### src/ocu_defs.vh
// Constants for the timer compare-output control block.
// Included by every design file; definitions only.
`ifndef OCU_DEFS_VH
`define OCU_DEFS_VH
// Register word offsets (byte addresses)
`define OFS_T1_MODE_CTRL   4'h0
`define OFS_T1_MODE_HIGH   4'h4
`define OFS_T3_MODE_CTRL   4'h8
`define OFS_T3_MODE_HIGH   4'hC
// Control register A field positions
`define CHA_MSB            7
`define CHA_LSB            6
`define CHB_MSB            5
`define CHB_LSB            4
`define CHC_MSB            3
`define CHC_LSB            2
`define WMODE_LOW_MSB      1
`define WMODE_LOW_LSB      0
// Reset values
`define CTRL_RESET         8'h00
`define HIGH_RESET         2'h0
// Output mode codes
`define OUT_OFF            2'h0
`define OUT_TOGGLE         2'h1
`define OUT_CLEAR          2'h2
`define OUT_SET            2'h3
// Waveform modes of note
`define WMODE_FAST_TOGGLE  4'hF
`define WMODE_DUAL_TOGGLE_0 4'h9
`define WMODE_DUAL_TOGGLE_1 4'hB
`endif

### src/mode_class.v
// Waveform mode classifier: splits the 4-bit mode into its class.
// Assumes the mode is a stable register value.
`timescale 1ns/1ns
`include "ocu_defs.vh"
module mode_class (
  input  wire [3:0] waveform_mode_i,
  output reg        is_fast_o,
  output reg        is_dual_o
);
  always @* begin
    is_fast_o = 1'b0;
    is_dual_o = 1'b0;
    case (waveform_mode_i)
      4'h5, 4'h6, 4'h7, 4'hE, 4'hF: begin
        is_fast_o = 1'b1;
      end
      4'h1, 4'h2, 4'h3, 4'h8, 4'h9, 4'hA, 4'hB: begin
        is_dual_o = 1'b1;
      end
      default: begin
        is_fast_o = 1'b0;
      end
    endcase
  end
endmodule // mode_class

### src/wave_channel.v
// One compare-output channel: latch, pin takeover and mode decode.
// Assumes timer events are one-cycle pulses qualified by the timer enable.
`timescale 1ns/1ns
`include "ocu_defs.vh"
module wave_channel (
  // Clock and reset
  input  wire       clk_i,
  input  wire       nrst_i,
  // Configuration
  input  wire [1:0] out_mode_i,
  input  wire [3:0] waveform_mode_i,
  input  wire       is_fast_i,
  input  wire       is_dual_i,
  input  wire       is_chan_a_i,
  // Timer events
  input  wire       match_i,
  input  wire       bottom_i,
  input  wire       match_at_top_i,
  input  wire       count_down_i,
  // Outputs
  output reg        wave_o,
  output reg        override_o
);
  reg next_wave;
  reg toggle_ok;
  always @* begin
    toggle_ok = 1'b1;
    if (is_fast_i) begin
      toggle_ok = is_chan_a_i && (waveform_mode_i == `WMODE_FAST_TOGGLE);
    end else if (is_dual_i) begin
      toggle_ok = is_chan_a_i && ((waveform_mode_i == `WMODE_DUAL_TOGGLE_0) ||
                                  (waveform_mode_i == `WMODE_DUAL_TOGGLE_1));
    end
  end
  always @* begin
    next_wave = wave_o;
    case (out_mode_i)
      `OUT_TOGGLE: begin
        if (match_i && toggle_ok) next_wave = ~wave_o;
      end
      `OUT_CLEAR, `OUT_SET: begin
        if (is_fast_i) begin
          if (bottom_i) next_wave = (out_mode_i == `OUT_CLEAR);
          else if (match_i && !match_at_top_i) next_wave = out_mode_i[0];
        end else if (is_dual_i) begin
          // Up clears, down sets for code 10; so top match holds high
          if (match_i) next_wave = out_mode_i[0] ^ count_down_i;
        end else if (match_i) begin
          next_wave = out_mode_i[0];
        end
      end
      default: begin
        next_wave = wave_o;
      end
    endcase
  end
  always @(posedge clk_i) begin
    if (!nrst_i) begin
      wave_o     <= 1'b0;
      override_o <= 1'b0;
    end else begin
      wave_o     <= next_wave;
      // Pin driver still needs the port direction bit
      override_o <= |out_mode_i && (toggle_ok || out_mode_i[1]);
    end
  end
endmodule // wave_channel

### src/timer16_compare_output_control.v
// Compare-output control for two 16-bit timer instances, Avalon-MM slave.
// Assumes counter events arrive synchronous to MCLK_I as one-cycle pulses.
//
// Our own choices: the Avalon-MM interface to the registers and the placing of the registers.
`timescale 1ns/1ns
`include "ocu_defs.vh"
module timer16_compare_output_control (
  // Clock and reset
  input  wire       MCLK_I,
  input  wire       NRST_I,
  // Avalon-MM slave
  input  wire [3:0] ADDRESS_I,
  input  wire       READ_I,
  input  wire       WRITE_I,
  input  wire [31:0] WRITEDATA_I,
  input  wire [3:0] BYTEENABLE_I,
  output reg  [31:0] READDATA_O,
  output reg        WAITREQUEST_O,
  // Timer events, index 0 timer1, 1 timer3
  input  wire [1:0] BOTTOM_I,
  input  wire [1:0] COUNT_DOWN_I,
  input  wire [5:0] MATCH_I,
  input  wire [5:0] MATCH_AT_TOP_I,
  // Waveform outputs, bits {t3c,t3b,t3a,t1c,t1b,t1a}
  output reg  [5:0] WAVE_OUT_O,
  output reg  [5:0] PIN_OVERRIDE_O
);
  localparam ST_IDLE = 2'b01;
  localparam ST_DONE = 2'b10;
  reg [1:0] state;
  reg [7:0] ctrl [0:1];
  reg [1:0] mode_high [0:1];
  wire [5:0] wave;
  wire [5:0] ovr;
  wire       req = READ_I | WRITE_I;
  // One wait cycle: answer registered, keeps read data from a flop
  always @(posedge MCLK_I) begin
    if (!NRST_I) begin
      state         <= ST_IDLE;
      WAITREQUEST_O <= 1'b1;
      READDATA_O    <= 32'h0;
      ctrl[0]       <= `CTRL_RESET;
      ctrl[1]       <= `CTRL_RESET;
      mode_high[0]  <= `HIGH_RESET;
      mode_high[1]  <= `HIGH_RESET;
    end else begin
      case (state)
        ST_IDLE: begin
          if (req) begin
            state         <= ST_DONE;
            WAITREQUEST_O <= 1'b0;
            READDATA_O    <= 32'h0;
            case (ADDRESS_I)
              `OFS_T1_MODE_CTRL: READDATA_O[7:0] <= ctrl[0];
              `OFS_T3_MODE_CTRL: READDATA_O[7:0] <= ctrl[1];
              `OFS_T1_MODE_HIGH: READDATA_O[1:0] <= mode_high[0];
              `OFS_T3_MODE_HIGH: READDATA_O[1:0] <= mode_high[1];
              default: READDATA_O <= 32'h0;
            endcase
            if (WRITE_I && BYTEENABLE_I[0]) begin
              case (ADDRESS_I)
                `OFS_T1_MODE_CTRL: ctrl[0] <= WRITEDATA_I[7:0];
                `OFS_T3_MODE_CTRL: ctrl[1] <= WRITEDATA_I[7:0];
                `OFS_T1_MODE_HIGH: mode_high[0] <= WRITEDATA_I[1:0];
                `OFS_T3_MODE_HIGH: mode_high[1] <= WRITEDATA_I[1:0];
                default: state <= ST_DONE;
              endcase
            end
          end
        end
        ST_DONE: begin
          state         <= ST_IDLE;
          WAITREQUEST_O <= 1'b1;
        end
        default: begin
          state         <= ST_IDLE;
          WAITREQUEST_O <= 1'b1;
        end
      endcase
    end
  end
  genvar t;
  generate
    for (t = 0; t < 2; t = t + 1) begin : g_timer
      wire [3:0] waveform_mode = {mode_high[t], ctrl[t][`WMODE_LOW_MSB:`WMODE_LOW_LSB]};
      wire       is_fast;
      wire       is_dual;
      wire [5:0] field = {ctrl[t][`CHC_MSB:`CHC_LSB], ctrl[t][`CHB_MSB:`CHB_LSB],
                          ctrl[t][`CHA_MSB:`CHA_LSB]};
      mode_class u_class (
        .waveform_mode_i (waveform_mode),
        .is_fast_o       (is_fast),
        .is_dual_o       (is_dual)
      );
      genvar c;
      for (c = 0; c < 3; c = c + 1) begin : g_chan
        wave_channel u_chan (
          .clk_i           (MCLK_I),
          .nrst_i          (NRST_I),
          .out_mode_i      (field[2*c+1:2*c]),
          .waveform_mode_i (waveform_mode),
          .is_fast_i       (is_fast),
          .is_dual_i       (is_dual),
          .is_chan_a_i     (c == 0),
          .match_i         (MATCH_I[3*t+c]),
          .bottom_i        (BOTTOM_I[t]),
          .match_at_top_i  (MATCH_AT_TOP_I[3*t+c]),
          .count_down_i    (COUNT_DOWN_I[t]),
          .wave_o          (wave[3*t+c]),
          .override_o      (ovr[3*t+c])
        );
      end
    end
  endgenerate
  always @(posedge MCLK_I) begin
    if (!NRST_I) begin
      WAVE_OUT_O     <= 6'h00;
      PIN_OVERRIDE_O <= 6'h00;
    end else begin
      WAVE_OUT_O     <= wave;
      PIN_OVERRIDE_O <= ovr;
    end
  end
endmodule // timer16_compare_output_control

### config.mk
export PLATFORM = sky130hd
export DESIGN_NAME = timer16_compare_output_control
export DESIGN_NICKNAME = d
export VERILOG_FILES = /design/src/mode_class.v /design/src/wave_channel.v /design/src/timer16_compare_output_control.v
export VERILOG_INCLUDE_DIRS = /design/src
export SDC_FILE = /design/constraint.sdc
export NUM_CORES = 1
export LEC_CHECK = 0
export BUFFER_PORTS_ARGS = -buffer_cell sky130_fd_sc_hd__buf_4
export CORE_ASPECT_RATIO = 2
export CORE_UTILIZATION = 52
export CTS_CLUSTER_DIAMETER = 30
export DETAILED_ROUTE_END_ITERATION = 8
export GPL_TIMING_DRIVEN = 0
export HOLD_SLACK_MARGIN = 0.15
export PLACE_DENSITY = 0.93
export SYNTH_ARGS = -nofsm -noshare
export SYNTH_HDL_FRONTEND = slang
export SYNTH_SLANG_ARGS = --single-unit
### constraint.sdc
create_clock -name MCLK_I -period 3.3 [get_ports MCLK_I]
set_clock_uncertainty 0.15 [all_clocks]
set_input_delay 0.165 -clock MCLK_I [delete_from_list [all_inputs] [get_ports MCLK_I]]
set_output_delay 0.165 -clock MCLK_I [all_outputs]
set_load 0.02 [all_outputs]
== After elaboration in Yosys (flattened, before gate mapping) ==
Memory sizes are Yosys's and may differ from the RTL's.
Index checks and enable logic that the tools add are counted.

* Flip-flop bits (word level): 35
* RAM bits: 20
* Bits of input ports: 60
* Memories kept: 2

{| class="wikitable"
|+ Memory list
! memory !! words !! width !! read ports !! clocked after Yosys merged registers in !! write ports !! RTL line !! text
|-
| ctrl || 2 || 8 || 2 || 0 || 2 || timer16_compare_output_control.v:31 || <nowiki>reg [7:0] ctrl [0:1];</nowiki>
|-
| mode_high || 2 || 2 || 2 || 0 || 2 || timer16_compare_output_control.v:32 || <nowiki>reg [1:0] mode_high [0:1];</nowiki>
|}

* Equality and inequality tests: 64
* Mux-type cells: 91
* Bitwise operators: 17
* Reductions and logical operators: 64

{| class="wikitable"
|+ Operators by type and width
! kind !! number
|-
| 1-bit 2-to-1 mux || 79
|-
| 4-bit == test (second input constant) || 14
|-
| 4-bit by 3-bit == test with 1-bit output (second input constant) || 7
|-
| 2-bit == test (second input constant) || 12
|-
| 4-bit AND reduction || 6
|-
| 2-bit OR reduction || 12
|-
| 1-bit logical AND || 19
|-
| 4-bit by 2-bit == test with 1-bit output (second input constant) || 4
|-
| 8-bit 2-to-1 mux || 2
|-
| 4-bit by 3-bit != test with 1-bit output (second input constant) || 4
|-
| 2-bit by 1-bit == test with 1-bit output (second input constant) || 7
|-
| 7-bit OR reduction || 2
|-
| 2-bit by 1-bit != test with 1-bit output (second input constant) || 6
|-
| 3-bit != test (second input constant) || 4
|-
| 1-bit one-hot mux with 2 select lines || 6
|-
| 6-bit one-hot mux with 2 select lines || 1
|-
| 2-bit nonzero test || 6
|-
| 5-bit OR reduction || 2
|-
| 4-bit by 1-bit == test with 1-bit output (second input constant) || 2
|-
| 1-bit logical OR || 8
|-
| 4-bit != test (second input constant) || 2
|-
| 2-bit one-hot mux with 4 select lines || 1
|-
| 1-bit zero test || 6
|-
| 3-bit by 2-bit != test with 1-bit output (second input constant) || 2
|-
| other kinds (6) || 22
|}

== Logic depth before layout (Yosys ltp) ==
An unclocked memory read counts as a cell.

* Word-level depth: 9
* Depth in mapped cells: 6
* Depth with buffers taken out: 5

== Hierarchy ==
Synthesis repeated with hierarchy kept, for this count alone.

* Cell total of the unflattened synthesis: 287
* Area, all modules: 2894.0 um2

{| class="wikitable"
|+ By module, submodules not included
! module !! instances !! cells an instance !! area an instance (um2) !! seq. area each (um2)
|-
| timer16_compare_output_control || 1 || 153 || 1820.5 || 1041.0
|-
| wave_channel || 6 || 21 || 171.4 || 40.0
|-
| mode_class || 2 || 4 || 22.5 || 0.0
|}

== Worst setup path before layout ==
OpenSTA, ideal clock, no wires.

* Path type: flip-flop to flip-flop
* Start point: reg state[0]
* End point: mem ctrl[0][0] (enable)
* Data arrival time: 1476 ps
* Data required time: 2763 ps
* Path slack: 1287 ps
* Cell stages (with the launch flop): 4
* Period minus slack after synthesis: 2013 ps
* Cell sequence: dfxtp_1 -> nor2b_1 -> nand4_1 -> o31ai_1

{| class="wikitable"
|+ RTL lines
! item !! RTL line !! text
|-
| from (decl) || timer16_compare_output_control.v:30 || <nowiki>reg [1:0] state;</nowiki>
|-
| from (signal assigned) || timer16_compare_output_control.v:39 || <nowiki>state <= ST_IDLE;</nowiki>
|-
| from (signal assigned) || timer16_compare_output_control.v:50 || <nowiki>state <= ST_DONE;</nowiki>
|-
| from (signal assigned) || timer16_compare_output_control.v:66 || <nowiki>default: state <= ST_DONE;</nowiki>
|-
| to (decl) || timer16_compare_output_control.v:31 ||
|}

==> metrics.txt <==
status finished clean; CP max stage delay approximately 1000 ps; setup_tns 0 ps; average detailed-routed wire length per instance about 15 um; DRT Wirelength between 6000 and 7000 um; root buffer selected by CTS clkbuf_8; number of enable-type register cells in the synthesized netlist 20; total of endpoints with negative setup slack in the final report 0; share of the synthesized area in the top cell type around a quarter; layout cells sized above 1 between 20% and 30%; highest ir drop seen on vdd between 0.0004 and 0.0005 V; HPWL after DPL 4420 um; I/O pin count approximately 110; drt pass-1 iters 5; critical path startpoint category primary input; count of warnings emitted by yosys 0; DRC 0; CP max stage cell o31ai_1; drt first-iter violations 84; depth of the worst register-to-register path 3; number of buffers inserted by port buffering 52; Rel. slew slack between 10% and 20%; timing endpoint of the critical path ctrl[0][1]; largest net degree at the start of global routing 16; CTS-repair resized insts 0; cell taking the most area after synthesis dfxtp_1; diodes inserted 0; Combinational Power Share between 10% and 20%; startpoint-to-endpoint class of the critical path in2reg; final slew viol count 0; total internal power between 1 and 1.5 mW; Post-DRT Antenna Nets 0; shortest period the worst path allows 2420 ps; post-CTS clock slew at the launch and capture registers of the worst setup and hold paths roughly 90 ps; count of unique library cells instantiated by Yosys 52; Remaining Overflow, GRT 0; power density over the cells 404 mW/mm^2; net switching power figure about 0.33 mW; depth of the CTS H-tree 2; share of synthesized area occupied by flip-flops and latches between 40% and 50%; Post-layout nets ~410; r2r setup slk roughly 1000 ps; leading cell types by count after synthesis dfxtp_1 (34), buf_4 (25), edfxtp_1 (20), nor2_1 (20); Num CTS Buffers 5; register area around 0.0013 mm^2; number of hold violations in the final report 0; ranking of synthesized cells by area dfxtp_1 (26%), edfxtp_1 (23%), buf_4 (7.3%), a22oi_1 (3.2%), nor2_1 (2.9%); P&R area growth vs syn 31.3%; portion of total power attributed to the clock network between 20% and 30%; CP Max Fanout 8; upper clock frequency limit 0.413 GHz; list of cells traversed by the critical path dlygate4sd3_1 > buf_4 > nor2_1 > nand4_1 > o31ai_1; number of instances in the synthesized netlist 250; number of cells after detailed placement 382; sequential share of power 53.9%; final worst path period share approximately 73%; global routing usage summed across all routing layers 23.9%; area of the mapped netlist between 0.002 and 0.003 mm^2; FP Rows 36; Switching Share 24.4%; Die Width about 52 um; Setup crit end kind flop; routability-driven placement congestion ratio 0.834; transition time at the pin with the least slew margin 1190 ps; R2R Path End ctrl[0][1]; first-pass GRT wire length roughly 9200 um; vias in the first global route between 2000 and 2500; CTS tree done; area occupied by multi-input gates around 0.0011 mm^2; flip-flop and latch count after synthesis 54; die footprint roughly 0.0053 mm^2; insertion delay to the later sink of the worst-skew pair approximately 300 ps; top flip-flop cell by instance count after synthesis dfxtp_1; dominant cell by count in the synthesized netlist dfxtp_1; die height ~100 um; Worst Setup SP ADDRESS_I[1]; RSZ-0062 raised after global routing no; total power consumption of the routed design 1.37 mW; worst endpoint required time a little over 3000 ps; initial antenna violation count 0; core box area between 0.004 and 0.005 mm^2; total of hold buffers inserted after clock tree synthesis 15; Post-CTS Repair Setup Buffers 0; reg-to-reg critical path startpoint state[0]; Clock Tree Buf Depth 2; final standard cell count with taps included and fillers excluded between 400 and 500; reported max-cap violation count 0; Leakage approximately 1.5 nW; mean number of vias per cell around 5.5; Starting Density 53.6%; average cell area after synthesis 10.3 um^2; type of the tightest min-delay check in2reg; async set or reset register ratio after synthesis 0%; Vias around 2200; number of fill cells 360; arrival time worst endpoint around 2200 ps; clock sinks 54
==> how the worst min path moves through the flow <==
stage,start,cells after the start,endpoint
after floorplan,NRST_I,2,g_timer[0].g_chan[0].u_chan.wave_o
after global placement,g_timer[0].g_chan[1].u_chan.override_o,1,PIN_OVERRIDE_O[1]
after detailed placement,g_timer[0].g_chan[1].u_chan.override_o,1,PIN_OVERRIDE_O[1]
after CTS,ADDRESS_I[2],4,READDATA_O[7]
after global routing,ADDRESS_I[2],4,READDATA_O[3]
final,ADDRESS_I[2],4,READDATA_O[7]
==> layout make-up <==
cell class,count,share of cell area [%]
sequential,54,37.8
multi-input combinational,174,32.9
timing repair buffer,67,15.9
buffer,34,6.79
clock buffer,8,3.25
tap,57,2.10
inverter,11,1.22
==> through the flow <==
| stage | hold slack (ps) | utilization (%) | worst slack [ps] | area (um^2) |
|---|---|---|---|---|
| finish | 160 | 70.3 | 877 | 3390 |
| global route | 185 | 70.3 | 686 | 3390 |
| CTS | 156 | 70.3 | 862 | 3390 |
| detailed placement | 272 | 64.9 | 975 | 3130 |
| global placement | 267 | 64.9 | 1150 | 3130 |
| floorplan | 177 | - | 1290 | 2670 |
==> cell families after synthesis <==
| logic type | count (synthesis) | share of synthesized area, % |
|---|---|---|
| buf+inv | 45 | 10.5 |
| flops | 54 | 49.6 |
| simple gates | 86 | 18.9 |
| mux | 7 | 4.02 |
| compound gates | 57 | 16.8 |
| other cells | 1 | 0.145 |
==> cells in the final DEF (no fill, tap or decap), drive strengths merged, types with 2 or more instances in the layout <==
master	n
edfxtp	20
o32ai	2
nor2	20
and2	11
mux2	4
nand2b	4
o21ai	8
nor3	5
mux4	2
or4b	2
o31a	2
clkbuf	15
or2	2
nor4	3
o211a	3
conb	24
and3	10
a31oi	5
nor2b	6
o21a	3
o211ai	6
dfxtp	34
dlygate4sd3	15
nand4	3
or3	3
o2111ai	2
inv	11
o31ai	2
a21oi	5
buf	79
a22oi	11
nand2	8
nand3	4
o21bai	4
a211oi	2
==> power groups by stage <==
stage | registers, mW | clock network [mW] | logic [mW]
4_1_cts | 0.737 | 0.415 | 0.220
5_1_grt | 0.741 | 0.435 | 0.241
2_1_floorplan | 0.755 | 0 | 0.128
3_3_place_gp | 0.750 | 0 | 0.198
6_report | 0.737 | 0.408 | 0.223
3_5_place_dp | 0.752 | 0 | 0.204
==> per-layer routing <==
layer / wire length, um / vias to the layer above / part of all wire [%] / global-route usage, %
met5: 0 / - / 0 / 0
met3: 403 / 25 / 6.7 / 4.50
met4: 286 / 0 / 4.7 / 15.6
li1: - / 1055 / - / -
met1: 1910 / 1038 / 32 / 22.5
met2: 3420 / 128 / 57 / 44.4
==> critical path, delay by kind of cell <==
kind | cells | cell delay (ps)
compound gates | 1 | 1010
simple gates | 2 | 320
buf+inv | 2 | 690
==> state kept, by name, indices dropped and copies added, names as in the netlist <==
name                              cells
ctrl                                 16
READDATA_O                            8
PIN_OVERRIDE_O                        6
WAVE_OUT_O                            6
g_timer.g_chan.u_chan.override_o      6
g_timer.g_chan.u_chan.wave_o          6
mode_high                             4
state                                 2
(Power assumes the default switching activity.)
